## src/verilog/cmp_ctrl_pkg.sv

```systemverilog
`default_nettype none
package cmp_ctrl_pkg;

  // ==========================================================
  // register indexes on the plain register port
  localparam logic [3:0] ADDR_CMP0_CONTROL   = 4'h0;
  localparam logic [3:0] ADDR_CMP2_CONTROL   = 4'h1;
  localparam logic [3:0] ADDR_STATUS         = 4'h2;
  localparam logic [3:0] ADDR_DISABLE_A      = 4'h3;
  localparam logic [3:0] ADDR_DISABLE_B      = 4'h4;
  localparam logic [3:0] ADDR_IRQ_STATUS     = 4'h5;
  localparam logic [3:0] ADDR_IRQ_CLEAR      = 4'h6;
  localparam logic [3:0] ADDR_IRQ_ENABLE     = 4'h7;

  // ==========================================================
  // control register fields
  localparam int CTL_ON_BIT     = 7;
  localparam int CTL_IRQ_ON_BIT = 6;
  localparam int CTL_EDGE_HI    = 5;
  localparam int CTL_EDGE_LO    = 4;
  localparam int CTL_NEG_HI     = 2;
  localparam int CTL_NEG_LO     = 0;
  localparam logic [7:0] CTL_WMASK = 8'hF7;
  localparam logic [7:0] RESET_BYTE = 8'h00;

  // ==========================================================
  // status register fields
  localparam int ST_HALVE_BIT = 7;
  localparam int ST_FLAG2_BIT = 6;
  localparam int ST_FLAG0_BIT = 5;
  localparam int ST_LIVE2_BIT = 2;
  localparam int ST_LIVE0_BIT = 0;

  // ==========================================================
  // pin disable fields
  localparam int DIS_NEG_PIN_BIT  = 3;
  localparam int DIS_CMP2_PIN_BIT = 2;
  localparam int DIS_CMP0_PIN_BIT = 5;
  localparam logic [7:0] DIS_B_WMASK = 8'h38;

  // ==========================================================
  // irq event bits
  localparam int EV_CMP0 = 0;
  localparam int EV_CMP2 = 1;
  localparam int EV_W    = 2;

  typedef enum logic [1:0] {
    EDGE_TOGGLE   = 2'b00,
    EDGE_RESERVED = 2'b01,
    EDGE_FALL     = 2'b10,
    EDGE_RISE     = 2'b11
  } edge_sel_t;

  typedef enum logic [2:0] {
    NEG_REF_640  = 3'b000,
    NEG_REF_320  = 3'b001,
    NEG_REF_213  = 3'b010,
    NEG_REF_160  = 3'b011,
    NEG_EXT_PIN  = 3'b100,
    NEG_DAC      = 3'b101,
    NEG_RSV_6    = 3'b110,
    NEG_RSV_7    = 3'b111
  } neg_sel_t;

  typedef struct packed {
    logic [3:0] addr;
    logic [7:0] wdata;
    logic       wr;
    logic       rd;
  } reg_req_t;

  // one-hot negative input route: ref640,ref320,ref213,ref160,ext,dac
  typedef struct packed {
    logic dac;
    logic ext;
    logic ref160;
    logic ref213;
    logic ref320;
    logic ref640;
  } neg_route_t;

endpackage : cmp_ctrl_pkg
`default_nettype wire

```

## src/verilog/cmp_channel.sv

```systemverilog
`timescale 1ns/1ns
`default_nettype none
module cmp_channel #(
  parameter bit HAS_DAC = 1'b0
) (
  input  wire logic                    clk_sys,
  input  wire logic                    rst_n,
  input  wire logic                    sample_en,
  input  wire logic                    cmp_on,
  input  wire logic [1:0]              edge_sel,
  input  wire logic [2:0]              neg_sel,
  input  wire logic                    raw_out,
  output logic                         live_q,
  output logic                         event_pulse,
  output cmp_ctrl_pkg::neg_route_t     route
);

  logic sync1_q;
  logic sync2_q;
  logic sync3_q;
  logic live_d;
  logic rise;
  logic fall;

  // ==========================================================
  // synchroniser, change counts when stages two and three agree
  always_ff @(posedge clk_sys or negedge rst_n)
  begin
    if (!rst_n)
    begin
      sync1_q <= 1'b0;
      sync2_q <= 1'b0;
      sync3_q <= 1'b0;
    end
    else
    begin
      sync1_q <= raw_out;
      sync2_q <= sync1_q;
      sync3_q <= sync2_q;
    end
  end

  assign live_d = (sample_en && (sync2_q == sync3_q)) ? sync3_q : live_q;

  always_ff @(posedge clk_sys or negedge rst_n)
  begin
    if (!rst_n)
      live_q <= 1'b0;
    else if (!cmp_on)
      live_q <= 1'b0;
    else
      live_q <= live_d;
  end

  assign rise = cmp_on && !live_q && live_d;
  assign fall = cmp_on && live_q && !live_d;

  assign event_pulse =
    (edge_sel == cmp_ctrl_pkg::EDGE_TOGGLE) ? (rise | fall) :
    (edge_sel == cmp_ctrl_pkg::EDGE_FALL)   ? fall :
    (edge_sel == cmp_ctrl_pkg::EDGE_RISE)   ? rise : 1'b0;

  assign route.ref640 = cmp_on && (neg_sel == cmp_ctrl_pkg::NEG_REF_640);
  assign route.ref320 = cmp_on && (neg_sel == cmp_ctrl_pkg::NEG_REF_320);
  assign route.ref213 = cmp_on && (neg_sel == cmp_ctrl_pkg::NEG_REF_213);
  assign route.ref160 = cmp_on && (neg_sel == cmp_ctrl_pkg::NEG_REF_160);
  assign route.ext    = cmp_on && (neg_sel == cmp_ctrl_pkg::NEG_EXT_PIN);
  assign route.dac    = HAS_DAC && cmp_on && (neg_sel == cmp_ctrl_pkg::NEG_DAC);

  // ==========================================================
  // assertions
  reserved_quiet_a: assert property (@(posedge clk_sys) disable iff (!rst_n)
    (edge_sel == cmp_ctrl_pkg::EDGE_RESERVED) |-> !event_pulse)
    else $error("reserved edge code raised an event");

  off_quiet_a: assert property (@(posedge clk_sys) disable iff (!rst_n)
    !cmp_on |=> !live_q)
    else $error("disabled comparator shows a live output");

endmodule : cmp_channel
`default_nettype wire

```

## src/verilog/analog_comparator_control.sv

```systemverilog
// Function
// - control bit 7 enables the comparator
// - control bit 6 gates interrupt request
// - edge selector: toggle, reserved, fall, rise
// - comparator 0 negative input mux decode
// - comparator 2 adds dac at 101
// - divider bit halves comparison clock
// - status bit 6 flags comparator 2 events
// - status bit 5 flags comparator 0 events
// - vector entry clears flag if irq enabled
// - writing one clears flag, zero keeps
// - flags drive conversion triggers always
// - status bits 2,0 show live outputs
// - disable bits 3,2 force pin reads zero
// - second disable register bit 5 likewise
// - one shared status register for all
// - new comparison each comparator clock
// - output high when positive exceeds negative
//
// Our own choices: the plain strobed port and the address map.
`timescale 1ns/1ns
`default_nettype none
module analog_comparator_control (
  input  wire logic                    clk_sys,
  input  wire logic                    rst_n,
  input  wire logic [3:0]              reg_addr,
  input  wire logic [7:0]              reg_wdata,
  input  wire logic                    reg_wr,
  input  wire logic                    reg_rd,
  output logic      [7:0]              reg_rdata,
  input  wire logic                    cmp0_raw,
  input  wire logic                    cmp2_raw,
  input  wire logic                    cmp0_vector_ack,
  input  wire logic                    cmp2_vector_ack,
  input  wire logic                    neg_pin_in,
  input  wire logic                    cmp2_pin_in,
  input  wire logic                    cmp0_pin_in,
  output logic                         neg_pin_read,
  output logic                         cmp2_pin_read,
  output logic                         cmp0_pin_read,
  output logic                         neg_pin_buf_on,
  output logic                         cmp2_pin_buf_on,
  output logic                         cmp0_pin_buf_on,
  output logic                         cmp0_power_on,
  output logic                         cmp2_power_on,
  output cmp_ctrl_pkg::neg_route_t     cmp0_route,
  output cmp_ctrl_pkg::neg_route_t     cmp2_route,
  output logic                         cmp_clk_phase,
  output logic                         cmp0_irq_req,
  output logic                         cmp2_irq_req,
  output logic                         cmp0_trigger,
  output logic                         cmp2_trigger,
  output logic                         irq
);

  cmp_ctrl_pkg::reg_req_t req;
  logic [7:0] cmp0_ctl_q;
  logic [7:0] cmp2_ctl_q;
  logic       halve_q;
  logic       flag0_q;
  logic       flag0_d;
  logic       flag2_q;
  logic       flag2_d;
  logic [7:0] dis_a_q;
  logic [7:0] dis_b_q;
  logic [7:0] rdata_q;
  logic [7:0] rdata_d;
  logic [cmp_ctrl_pkg::EV_W-1:0] irq_st_q;
  logic [cmp_ctrl_pkg::EV_W-1:0] irq_st_d;
  logic [cmp_ctrl_pkg::EV_W-1:0] irq_en_q;
  logic [cmp_ctrl_pkg::EV_W-1:0] events;
  logic       div_q;
  logic       sample_en;
  logic       live0;
  logic       live2;
  logic       ev0;
  logic       ev2;
  logic [7:0] status_view;
  logic [7:0] ctl0_view;
  logic [7:0] ctl2_view;

  assign req.addr  = reg_addr;
  assign req.wdata = reg_wdata;
  assign req.wr    = reg_wr;
  assign req.rd    = reg_rd;

  function automatic logic hit(input logic [3:0] a, input logic [3:0] target);
    hit = (a == target);
  endfunction : hit

  // ==========================================================
  // address decode
  wire wr_ctl0  = req.wr && hit(req.addr, cmp_ctrl_pkg::ADDR_CMP0_CONTROL);
  wire wr_ctl2  = req.wr && hit(req.addr, cmp_ctrl_pkg::ADDR_CMP2_CONTROL);
  wire wr_stat  = req.wr && hit(req.addr, cmp_ctrl_pkg::ADDR_STATUS);
  wire wr_dis_a = req.wr && hit(req.addr, cmp_ctrl_pkg::ADDR_DISABLE_A);
  wire wr_dis_b = req.wr && hit(req.addr, cmp_ctrl_pkg::ADDR_DISABLE_B);
  wire wr_iclr  = req.wr && hit(req.addr, cmp_ctrl_pkg::ADDR_IRQ_CLEAR);
  wire wr_ien   = req.wr && hit(req.addr, cmp_ctrl_pkg::ADDR_IRQ_ENABLE);

  // ==========================================================
  // control registers
  always_ff @(posedge clk_sys or negedge rst_n)
  begin
    if (!rst_n)
    begin
      cmp0_ctl_q <= cmp_ctrl_pkg::RESET_BYTE;
      cmp2_ctl_q <= cmp_ctrl_pkg::RESET_BYTE;
      halve_q    <= 1'b0;
      dis_a_q    <= cmp_ctrl_pkg::RESET_BYTE;
      dis_b_q    <= cmp_ctrl_pkg::RESET_BYTE;
      irq_en_q   <= '0;
    end
    else
    begin
      if (wr_ctl0)
        cmp0_ctl_q <= req.wdata & cmp_ctrl_pkg::CTL_WMASK;
      if (wr_ctl2)
        cmp2_ctl_q <= req.wdata & cmp_ctrl_pkg::CTL_WMASK;
      if (wr_stat)
        halve_q <= req.wdata[cmp_ctrl_pkg::ST_HALVE_BIT];
      if (wr_dis_a)
        dis_a_q <= req.wdata;
      if (wr_dis_b)
        dis_b_q <= req.wdata & cmp_ctrl_pkg::DIS_B_WMASK;
      if (wr_ien)
        irq_en_q <= req.wdata[cmp_ctrl_pkg::EV_W-1:0];
    end
  end

  assign cmp0_power_on = cmp0_ctl_q[cmp_ctrl_pkg::CTL_ON_BIT];
  assign cmp2_power_on = cmp2_ctl_q[cmp_ctrl_pkg::CTL_ON_BIT];

  // ==========================================================
  // comparator clock divider
  always_ff @(posedge clk_sys or negedge rst_n)
  begin
    if (!rst_n)
      div_q <= 1'b0;
    else
      div_q <= halve_q ? !div_q : 1'b0;
  end

  // one comparison per comparator clock period
  assign sample_en     = !halve_q || div_q;
  assign cmp_clk_phase = div_q;

  // ==========================================================
  // comparator channels
  // enable steers channel
  cmp_channel #(
    .HAS_DAC (1'b0)
  ) u_cmp0 (
    .clk_sys     (clk_sys),
    .rst_n       (rst_n),
    .sample_en   (sample_en),
    .cmp_on      (cmp0_power_on),
    .edge_sel    (cmp0_ctl_q[cmp_ctrl_pkg::CTL_EDGE_HI:cmp_ctrl_pkg::CTL_EDGE_LO]),
    .neg_sel     (cmp0_ctl_q[cmp_ctrl_pkg::CTL_NEG_HI:cmp_ctrl_pkg::CTL_NEG_LO]),
    .raw_out     (cmp0_raw),
    .live_q      (live0),
    .event_pulse (ev0),
    .route       (cmp0_route)
  );

  cmp_channel #(
    .HAS_DAC (1'b1)
  ) u_cmp2 (
    .clk_sys     (clk_sys),
    .rst_n       (rst_n),
    .sample_en   (sample_en),
    .cmp_on      (cmp2_power_on),
    .edge_sel    (cmp2_ctl_q[cmp_ctrl_pkg::CTL_EDGE_HI:cmp_ctrl_pkg::CTL_EDGE_LO]),
    .neg_sel     (cmp2_ctl_q[cmp_ctrl_pkg::CTL_NEG_HI:cmp_ctrl_pkg::CTL_NEG_LO]),
    .raw_out     (cmp2_raw),
    .live_q      (live2),
    .event_pulse (ev2),
    .route       (cmp2_route)
  );

  // ==========================================================
  // event flags; a new event wins over any clear
  wire ie0 = cmp0_ctl_q[cmp_ctrl_pkg::CTL_IRQ_ON_BIT];
  wire ie2 = cmp2_ctl_q[cmp_ctrl_pkg::CTL_IRQ_ON_BIT];
  wire clr0 = (wr_stat && req.wdata[cmp_ctrl_pkg::ST_FLAG0_BIT]) ||
              (cmp0_vector_ack && ie0);
  wire clr2 = (wr_stat && req.wdata[cmp_ctrl_pkg::ST_FLAG2_BIT]) ||
              (cmp2_vector_ack && ie2);

  assign flag0_d = ev0 ? 1'b1 : (clr0 ? 1'b0 : flag0_q);
  assign flag2_d = ev2 ? 1'b1 : (clr2 ? 1'b0 : flag2_q);

  always_ff @(posedge clk_sys or negedge rst_n)
  begin
    if (!rst_n)
    begin
      flag0_q <= 1'b0;
      flag2_q <= 1'b0;
    end
    else
    begin
      flag0_q <= flag0_d;
      flag2_q <= flag2_d;
    end
  end

  assign cmp0_irq_req = flag0_q && ie0;
  assign cmp2_irq_req = flag2_q && ie2;
  assign cmp0_trigger = flag0_q;
  assign cmp2_trigger = flag2_q;

  // ==========================================================
  // sticky irq status, write-one clear, enable
  assign events[cmp_ctrl_pkg::EV_CMP0] = ev0;
  assign events[cmp_ctrl_pkg::EV_CMP2] = ev2;

  genvar gi;
  generate
    for (gi = 0; gi < cmp_ctrl_pkg::EV_W; gi++)
    begin : g_ist
      assign irq_st_d[gi] = events[gi] ||
                            (irq_st_q[gi] && !(wr_iclr && req.wdata[gi]));
    end
  endgenerate

  always_ff @(posedge clk_sys or negedge rst_n)
  begin
    if (!rst_n)
      irq_st_q <= '0;
    else
      irq_st_q <= irq_st_d;
  end

  assign irq = |(irq_st_q & irq_en_q);

  // ==========================================================
  // pin buffer disables for negative, comparator 2 and comparator 0 pins
  assign neg_pin_buf_on  = !dis_a_q[cmp_ctrl_pkg::DIS_NEG_PIN_BIT];
  assign cmp2_pin_buf_on = !dis_a_q[cmp_ctrl_pkg::DIS_CMP2_PIN_BIT];
  assign neg_pin_read    = neg_pin_buf_on && neg_pin_in;
  assign cmp2_pin_read   = cmp2_pin_buf_on && cmp2_pin_in;
  assign cmp0_pin_buf_on = !dis_b_q[cmp_ctrl_pkg::DIS_CMP0_PIN_BIT];
  assign cmp0_pin_read   = cmp0_pin_buf_on && cmp0_pin_in;

  // ==========================================================
  // shared status view
  assign status_view = {halve_q, flag2_q, flag0_q, 2'b00, live2, 1'b0, live0};
  assign ctl0_view   = cmp0_ctl_q;
  assign ctl2_view   = cmp2_ctl_q;

  // read mux; unmapped and write-only read zero
  always_comb
  begin
    rdata_d = 8'h00;
    if (hit(req.addr, cmp_ctrl_pkg::ADDR_CMP0_CONTROL))
      rdata_d = ctl0_view;
    else if (hit(req.addr, cmp_ctrl_pkg::ADDR_CMP2_CONTROL))
      rdata_d = ctl2_view;
    else if (hit(req.addr, cmp_ctrl_pkg::ADDR_STATUS))
      rdata_d = status_view;
    else if (hit(req.addr, cmp_ctrl_pkg::ADDR_DISABLE_A))
      rdata_d = dis_a_q;
    else if (hit(req.addr, cmp_ctrl_pkg::ADDR_DISABLE_B))
      rdata_d = dis_b_q;
    else if (hit(req.addr, cmp_ctrl_pkg::ADDR_IRQ_STATUS))
      rdata_d = {6'h00, irq_st_q};
    else if (hit(req.addr, cmp_ctrl_pkg::ADDR_IRQ_ENABLE))
      rdata_d = {6'h00, irq_en_q};
  end

  always_ff @(posedge clk_sys or negedge rst_n)
  begin
    if (!rst_n)
      rdata_q <= 8'h00;
    else if (req.rd)
      rdata_q <= rdata_d;
    else
      rdata_q <= 8'h00;
  end

  assign reg_rdata = rdata_q;

  // ==========================================================
  // assertions
  flag0_set_a: assert property (@(posedge clk_sys) disable iff (!rst_n)
    ev0 |=> flag0_q)
    else $error("comparator 0 event did not set its flag");

  flag2_set_a: assert property (@(posedge clk_sys) disable iff (!rst_n)
    ev2 |=> flag2_q)
    else $error("comparator 2 event did not set its flag");

  write_clear_a: assert property (@(posedge clk_sys) disable iff (!rst_n)
    (wr_stat && req.wdata[cmp_ctrl_pkg::ST_FLAG0_BIT] && !ev0) |=> !flag0_q)
    else $error("write one did not clear comparator 0 flag");

  write_zero_keeps_a: assert property (@(posedge clk_sys) disable iff (!rst_n)
    (wr_stat && !req.wdata[cmp_ctrl_pkg::ST_FLAG2_BIT] && flag2_q && !cmp2_vector_ack)
    |=> flag2_q)
    else $error("write zero changed comparator 2 flag");

  vector_gate_a: assert property (@(posedge clk_sys) disable iff (!rst_n)
    (cmp0_vector_ack && !ie0 && flag0_q && !wr_stat) |=> flag0_q)
    else $error("vector cleared flag with interrupt disabled");

  irq_gate_a: assert property (@(posedge clk_sys) disable iff (!rst_n)
    cmp2_irq_req |-> (ie2 && cmp2_trigger))
    else $error("interrupt request without enable");

  halve_rate_a: assert property (@(posedge clk_sys) disable iff (!rst_n)
    (halve_q && sample_en) |=> (!sample_en || !halve_q))
    else $error("divided clock sampled twice in a row");

  pin_zero_a: assert property (@(posedge clk_sys) disable iff (!rst_n)
    dis_a_q[cmp_ctrl_pkg::DIS_NEG_PIN_BIT] |-> !neg_pin_read)
    else $error("disabled pin reads nonzero");

  pin0_zero_a: assert property (@(posedge clk_sys) disable iff (!rst_n)
    dis_b_q[cmp_ctrl_pkg::DIS_CMP0_PIN_BIT] |-> !cmp0_pin_read)
    else $error("disabled comparator 0 pin reads nonzero");

  vector_clear_a: assert property (@(posedge clk_sys) disable iff (!rst_n)
    (cmp2_vector_ack && ie2 && !ev2) |=> !flag2_q)
    else $error("vector entry did not clear comparator 2 flag");

  read_status_a: assert property (@(posedge clk_sys) disable iff (!rst_n)
    (req.rd && hit(req.addr, cmp_ctrl_pkg::ADDR_STATUS))
    |=> (reg_rdata[cmp_ctrl_pkg::ST_LIVE0_BIT] == $past(live0)))
    else $error("status read lost live output");

  cv_flag0_c: cover property (@(posedge clk_sys) disable iff (!rst_n) ev0 ##1 flag0_q);
  cv_vector_c: cover property (@(posedge clk_sys) disable iff (!rst_n)
    cmp2_vector_ack && ie2 && flag2_q);
  cv_irq_c: cover property (@(posedge clk_sys) disable iff (!rst_n) $rose(irq));
  cv_halve_ev_c: cover property (@(posedge clk_sys) disable iff (!rst_n) halve_q && ev2);

endmodule : analog_comparator_control
`default_nettype wire

```

## config.mk

```make
export PLATFORM = sky130hd
export DESIGN_NAME = analog_comparator_control
export DESIGN_NICKNAME = d
export VERILOG_FILES = /design/src/verilog/cmp_ctrl_pkg.sv /design/src/verilog/cmp_channel.sv /design/src/verilog/analog_comparator_control.sv
export SDC_FILE = /design/constraint.sdc
export NUM_CORES = 1
export LEC_CHECK = 0
export BUFFER_PORTS_ARGS = -buffer_cell sky130_fd_sc_hd__buf_2
export CORE_MARGIN = 1.5
export CORE_UTILIZATION = 45
export CTS_CLUSTER_SIZE = 16
export DETAILED_ROUTE_END_ITERATION = 10
export GPL_ROUTABILITY_DRIVEN = 0
export HOLD_SLACK_MARGIN = 0.12
export PLACE_DENSITY_LB_ADDON = 0.25
export SLEW_MARGIN = 30
export SYNTH_ARGS = -nofsm -noshare
export SYNTH_HDL_FRONTEND = slang
export SYNTH_HIERARCHICAL = 1
export SYNTH_SLANG_ARGS = --single-unit
```

## constraint.sdc

```tcl
create_clock -name clk_sys -period 1.6 [get_ports clk_sys]
set_input_delay 0.08 -clock clk_sys [delete_from_list [all_inputs] [get_ports clk_sys]]
set_output_delay 0.08 -clock clk_sys [all_outputs]
set_load 0.05 [all_outputs]
```

==> results.json <==
{
  "antennaDiodeCount": 0,
  "drv_slew": 0,
  "ff2ff_setup_slack_ns": 0.26,
  "clkTransAtPathRegs_ns": 0.09,
  "vdd_drop_max_mv": 0.756,
  "netlist.area_leader.share_pct": 52.1,
  "syn_area_um2": 2350,
  "placement.io_buffers": 55,
  "crit_chain": "buf_2 > dlygate4sd3_1 > buf_4 > nand3b_1 > nor2_1 > mux2_2",
  "rr_worst_depth": 3,
  "arrival_ns": 1.76,
  "grt_first_pass_wirelength_mm": 8.76,
  "h-tree-depth": 2,
  "die_h_um": 75.3,
  "reg2reg_from": "u_cmp2/sync2_q$_DFF_PN0_",
  "min_path_type": "in2reg",
  "crit_end": "irq_en_q[1]$_DFFE_PN0P_",
  "leakage_nw": 1.49,
  "rows": 26,
  "setup_viol_count_final": 0,
  "fin_cells": 367,
  "fmax_ghz": 0.637,
  "grt_pass1_vias": 1762,
  "crit_required_ns": 1.79,
  "synth_area_leaders": "dfrtp_1 (52%), mux2_2 (10%), mux2_4 (4.5%)",
  "worstSetupEndpointType": "register",
  "ioPinCount": 57,
  "max_stage_delay_ns": 0.55,
  "synthArstFlopShare_pct": 100,
  "drt-initial-drc-count": 108,
  "status": "complete, no violations",
  "cts.sinks": 49,
  "routed_wl_mm": 5.61,
  "fin_skew_ns": 0.00593,
  "synth_edf_count": 0,
  "worst_pin_slew_ns": 0.678,
  "syn_nets": 235,
  "synth.avg_cell_area_um2": 11.1,
  "critPathKind": "in2reg",
  "fin_crit_sh_pct": 98.2,
  "rsz0062_at_grt": "false",
  "vias": 1889,
  "coreArea_um2": 5070,
  "finalHoldViolations": 0,
  "clock_latency_ns": 0.30,
  "antenna_found_initial": 0,
  "post-synth-top-count-cell": "dfrtp_1",
  "vias_per_cell": 5.15,
  "ant_nets": 0,
  "clockRootBuffer": "clkbuf_8",
  "grt_max_degree": 32,
  "drcViolationCount": 0,
  "dpl.hpwl_mm": 4.21,
  "drive_above_1_share_pct": 39.7,
  "p_per_area_nw_per_um2": 1220,
  "grt_usage_pct": 21.3,
  "hp-start": "reg_addr[2]",
  "startpoint": "reg_addr[3]",
  "clk_path_buf_depth": 2,
  "grt-ovfl-total": 0,
  "cts_tree": "yes",
  "ys_ff_latch": 49,
  "synth_cell_types": 42,
  "wl_per_cell_um": 15.3,
  "rr_endpoint": "cmp2_trigger$_DFFE_PN0P_",
  "dieArea_um2": 5670,
  "yosys_warnings": 6,
  "hold_ws_ns": 0.260,
  "drv_cap": 0,
  "cp_slowest_cell": "dlygate4sd3_1",
  "drt_pre_antenna_iters": 4,
  "critPathLaunchType": "input pin",
  "synth-seq-area-share_pct": 52.1,
  "crit_fanout": 9,
  "placed_cells": 345,
  "final_nets": 320,
  "die_x_um": 75.3,
  "synth_top_cell_by_area": "dfrtp_1",
  "numCtsBuffers": 5,
  "area_delta_synth_final_pct": 30.7,
  "period_minus_slack_ns": 1.57,
  "synthFlopType": "dfrtp_1",
  "start_util_pct": 46.4,
  "cts_setup_buffers": 0,
  "syn_inst": 212,
  "slew_headroom_pct": 54.8,
  "yosys-top-cells-count": "dfrtp_1 (49), mux2_2 (21), nand2_1 (20), nor2_1 (14), o21ai_0 (10)"
}
-- cell type report --
class,count,area [um^2]
Fill cell,439,2000
Sequential cell,49,1230
Multi-Input combinational cell,147,1100
Timing Repair Buffer,86,548
Tap cell,70,87.6
Clock buffer,7,86.3
Inverter,8,30.0
-- metal layers --
| layer | global-route usage [%] | vias up | wire length, um |
|---|---|---|---|
| met5 | 0 | - | 0 |
| met1 | 28.7 | 913 | 2580 |
| met3 | 4.37 | 9 | 243 |
| met2 | 34.4 | 49 | 2690 |
| li1 | - | 918 | - |
| met4 | 7.74 | 0 | 96 |
-- cells in the final DEF (no fill, tap or decap), types with 6 or more instances in the layout --
cell type | Yosys | routed
a21oi_1 | 6 | 6
buf_2 | 0 | 54
buf_4 | 1 | 16
clkbuf_8 | 0 | 6
dfrtp_1 | 49 | 48
dlygate4sd3_1 | 0 | 15
inv_1 | 8 | 8
mux2_2 | 21 | 21
mux2_4 | 7 | 7
nand2_1 | 20 | 20
nand2b_1 | 8 | 8
nand3_1 | 6 | 6
nor2_1 | 14 | 14
o21ai_0 | 10 | 10
-- worst min path at each step --
stage	slack, ns	to	depth (start not counted)
6_report	0.26	reg_rdata[5]$_DFF_PN0_	4
4_1_cts	0.24	reg_rdata[5]$_DFF_PN0_	4
2_1_floorplan	-0.22	cmp0_ctl_q[0]$_DFFE_PN0P_	0
5_1_grt	0.27	dis_b_q[3]$_DFFE_PN0P_	3
3_3_place_gp	0.15	u_cmp2/sync1_q$_DFF_PN0_	1
3_5_place_dp	0.15	u_cmp2/sync1_q$_DFF_PN0_	1
-- registers in the layout, indices dropped and copies added, names as in the netlist --
| signal | cells |
|---|---|
| irq_en_q | 2 |
| cmp2_trigger | 1 |
| u_cmp2/sync1_q | 1 |
| u_cmp0/sync1_q | 1 |
| u_cmp0/sync2_q | 1 |
| cmp0_ctl_q | 7 |
| u_cmp2/sync3_q | 1 |
| cmp0_trigger | 1 |
| cmp2_ctl_q | 7 |
| u_cmp0/sync3_q | 1 |
| reg_rdata | 8 |
| u_cmp0/live_q | 1 |
| irq_st_q | 2 |
| dis_a_q | 8 |
| u_cmp2/live_q | 1 |
| cmp_clk_phase | 1 |
| halve_q | 1 |
| dis_b_q | 3 |
| u_cmp2/sync2_q | 1 |
-- repair_timing --
item                                    4_1_cts  5_1_grt
hold buffers                                 15        0
endpoints found under the setup margin        0        1
hold endpoints to repair                     67        0
resized for setup                             0        2
-- cell families after synthesis --
logic type             Yosys count  synth area share (%)
AND/OR/NAND/NOR                 78                  17.9
buffers and inverters           16                  3.35
flip-flops                      49                  52.1
multiplexers                    29                  14.9
AO/OA/AOI/OAI                   37                  10.8
other                            1                 0.159
XOR/XNOR                         2                 0.744
-- report_power, final --
part	leakage, nW	internal (mW)	switching (mW)
Sequential	0.610	1.48	0.242
Clock	0.0443	0.343	0.378
Combinational	0.832	0.498	0.804
Total	1.49	2.32	1.42
-- metrics by stage --
stage | TNS [ns] | util (%) | cell area (um^2) | power (mW) | setup WS [ns]
CTS | 0 | 60.6 | 3070 | 3.78 | 0.0643
global placement | 0 | 55.9 | 2840 | 3.00 | 0.153
floorplan | -0.325 | - | 2400 | 2.66 | -0.122
finish | 0 | 60.6 | 3080 | 3.74 | 0.0295
global route | 0 | 60.6 | 3080 | 3.96 | 0.00402
detailed placement | 0 | 55.9 | 2840 | 3.02 | 0.131
-- worst max-delay path: cells and delay by family --
kind	cells	cell delay, ns
buffers and inverters	3	0.83
muxes	1	0.38
and+or+nand+nor	2	0.47
Note: power is estimated with default switching activity, not from simulation.
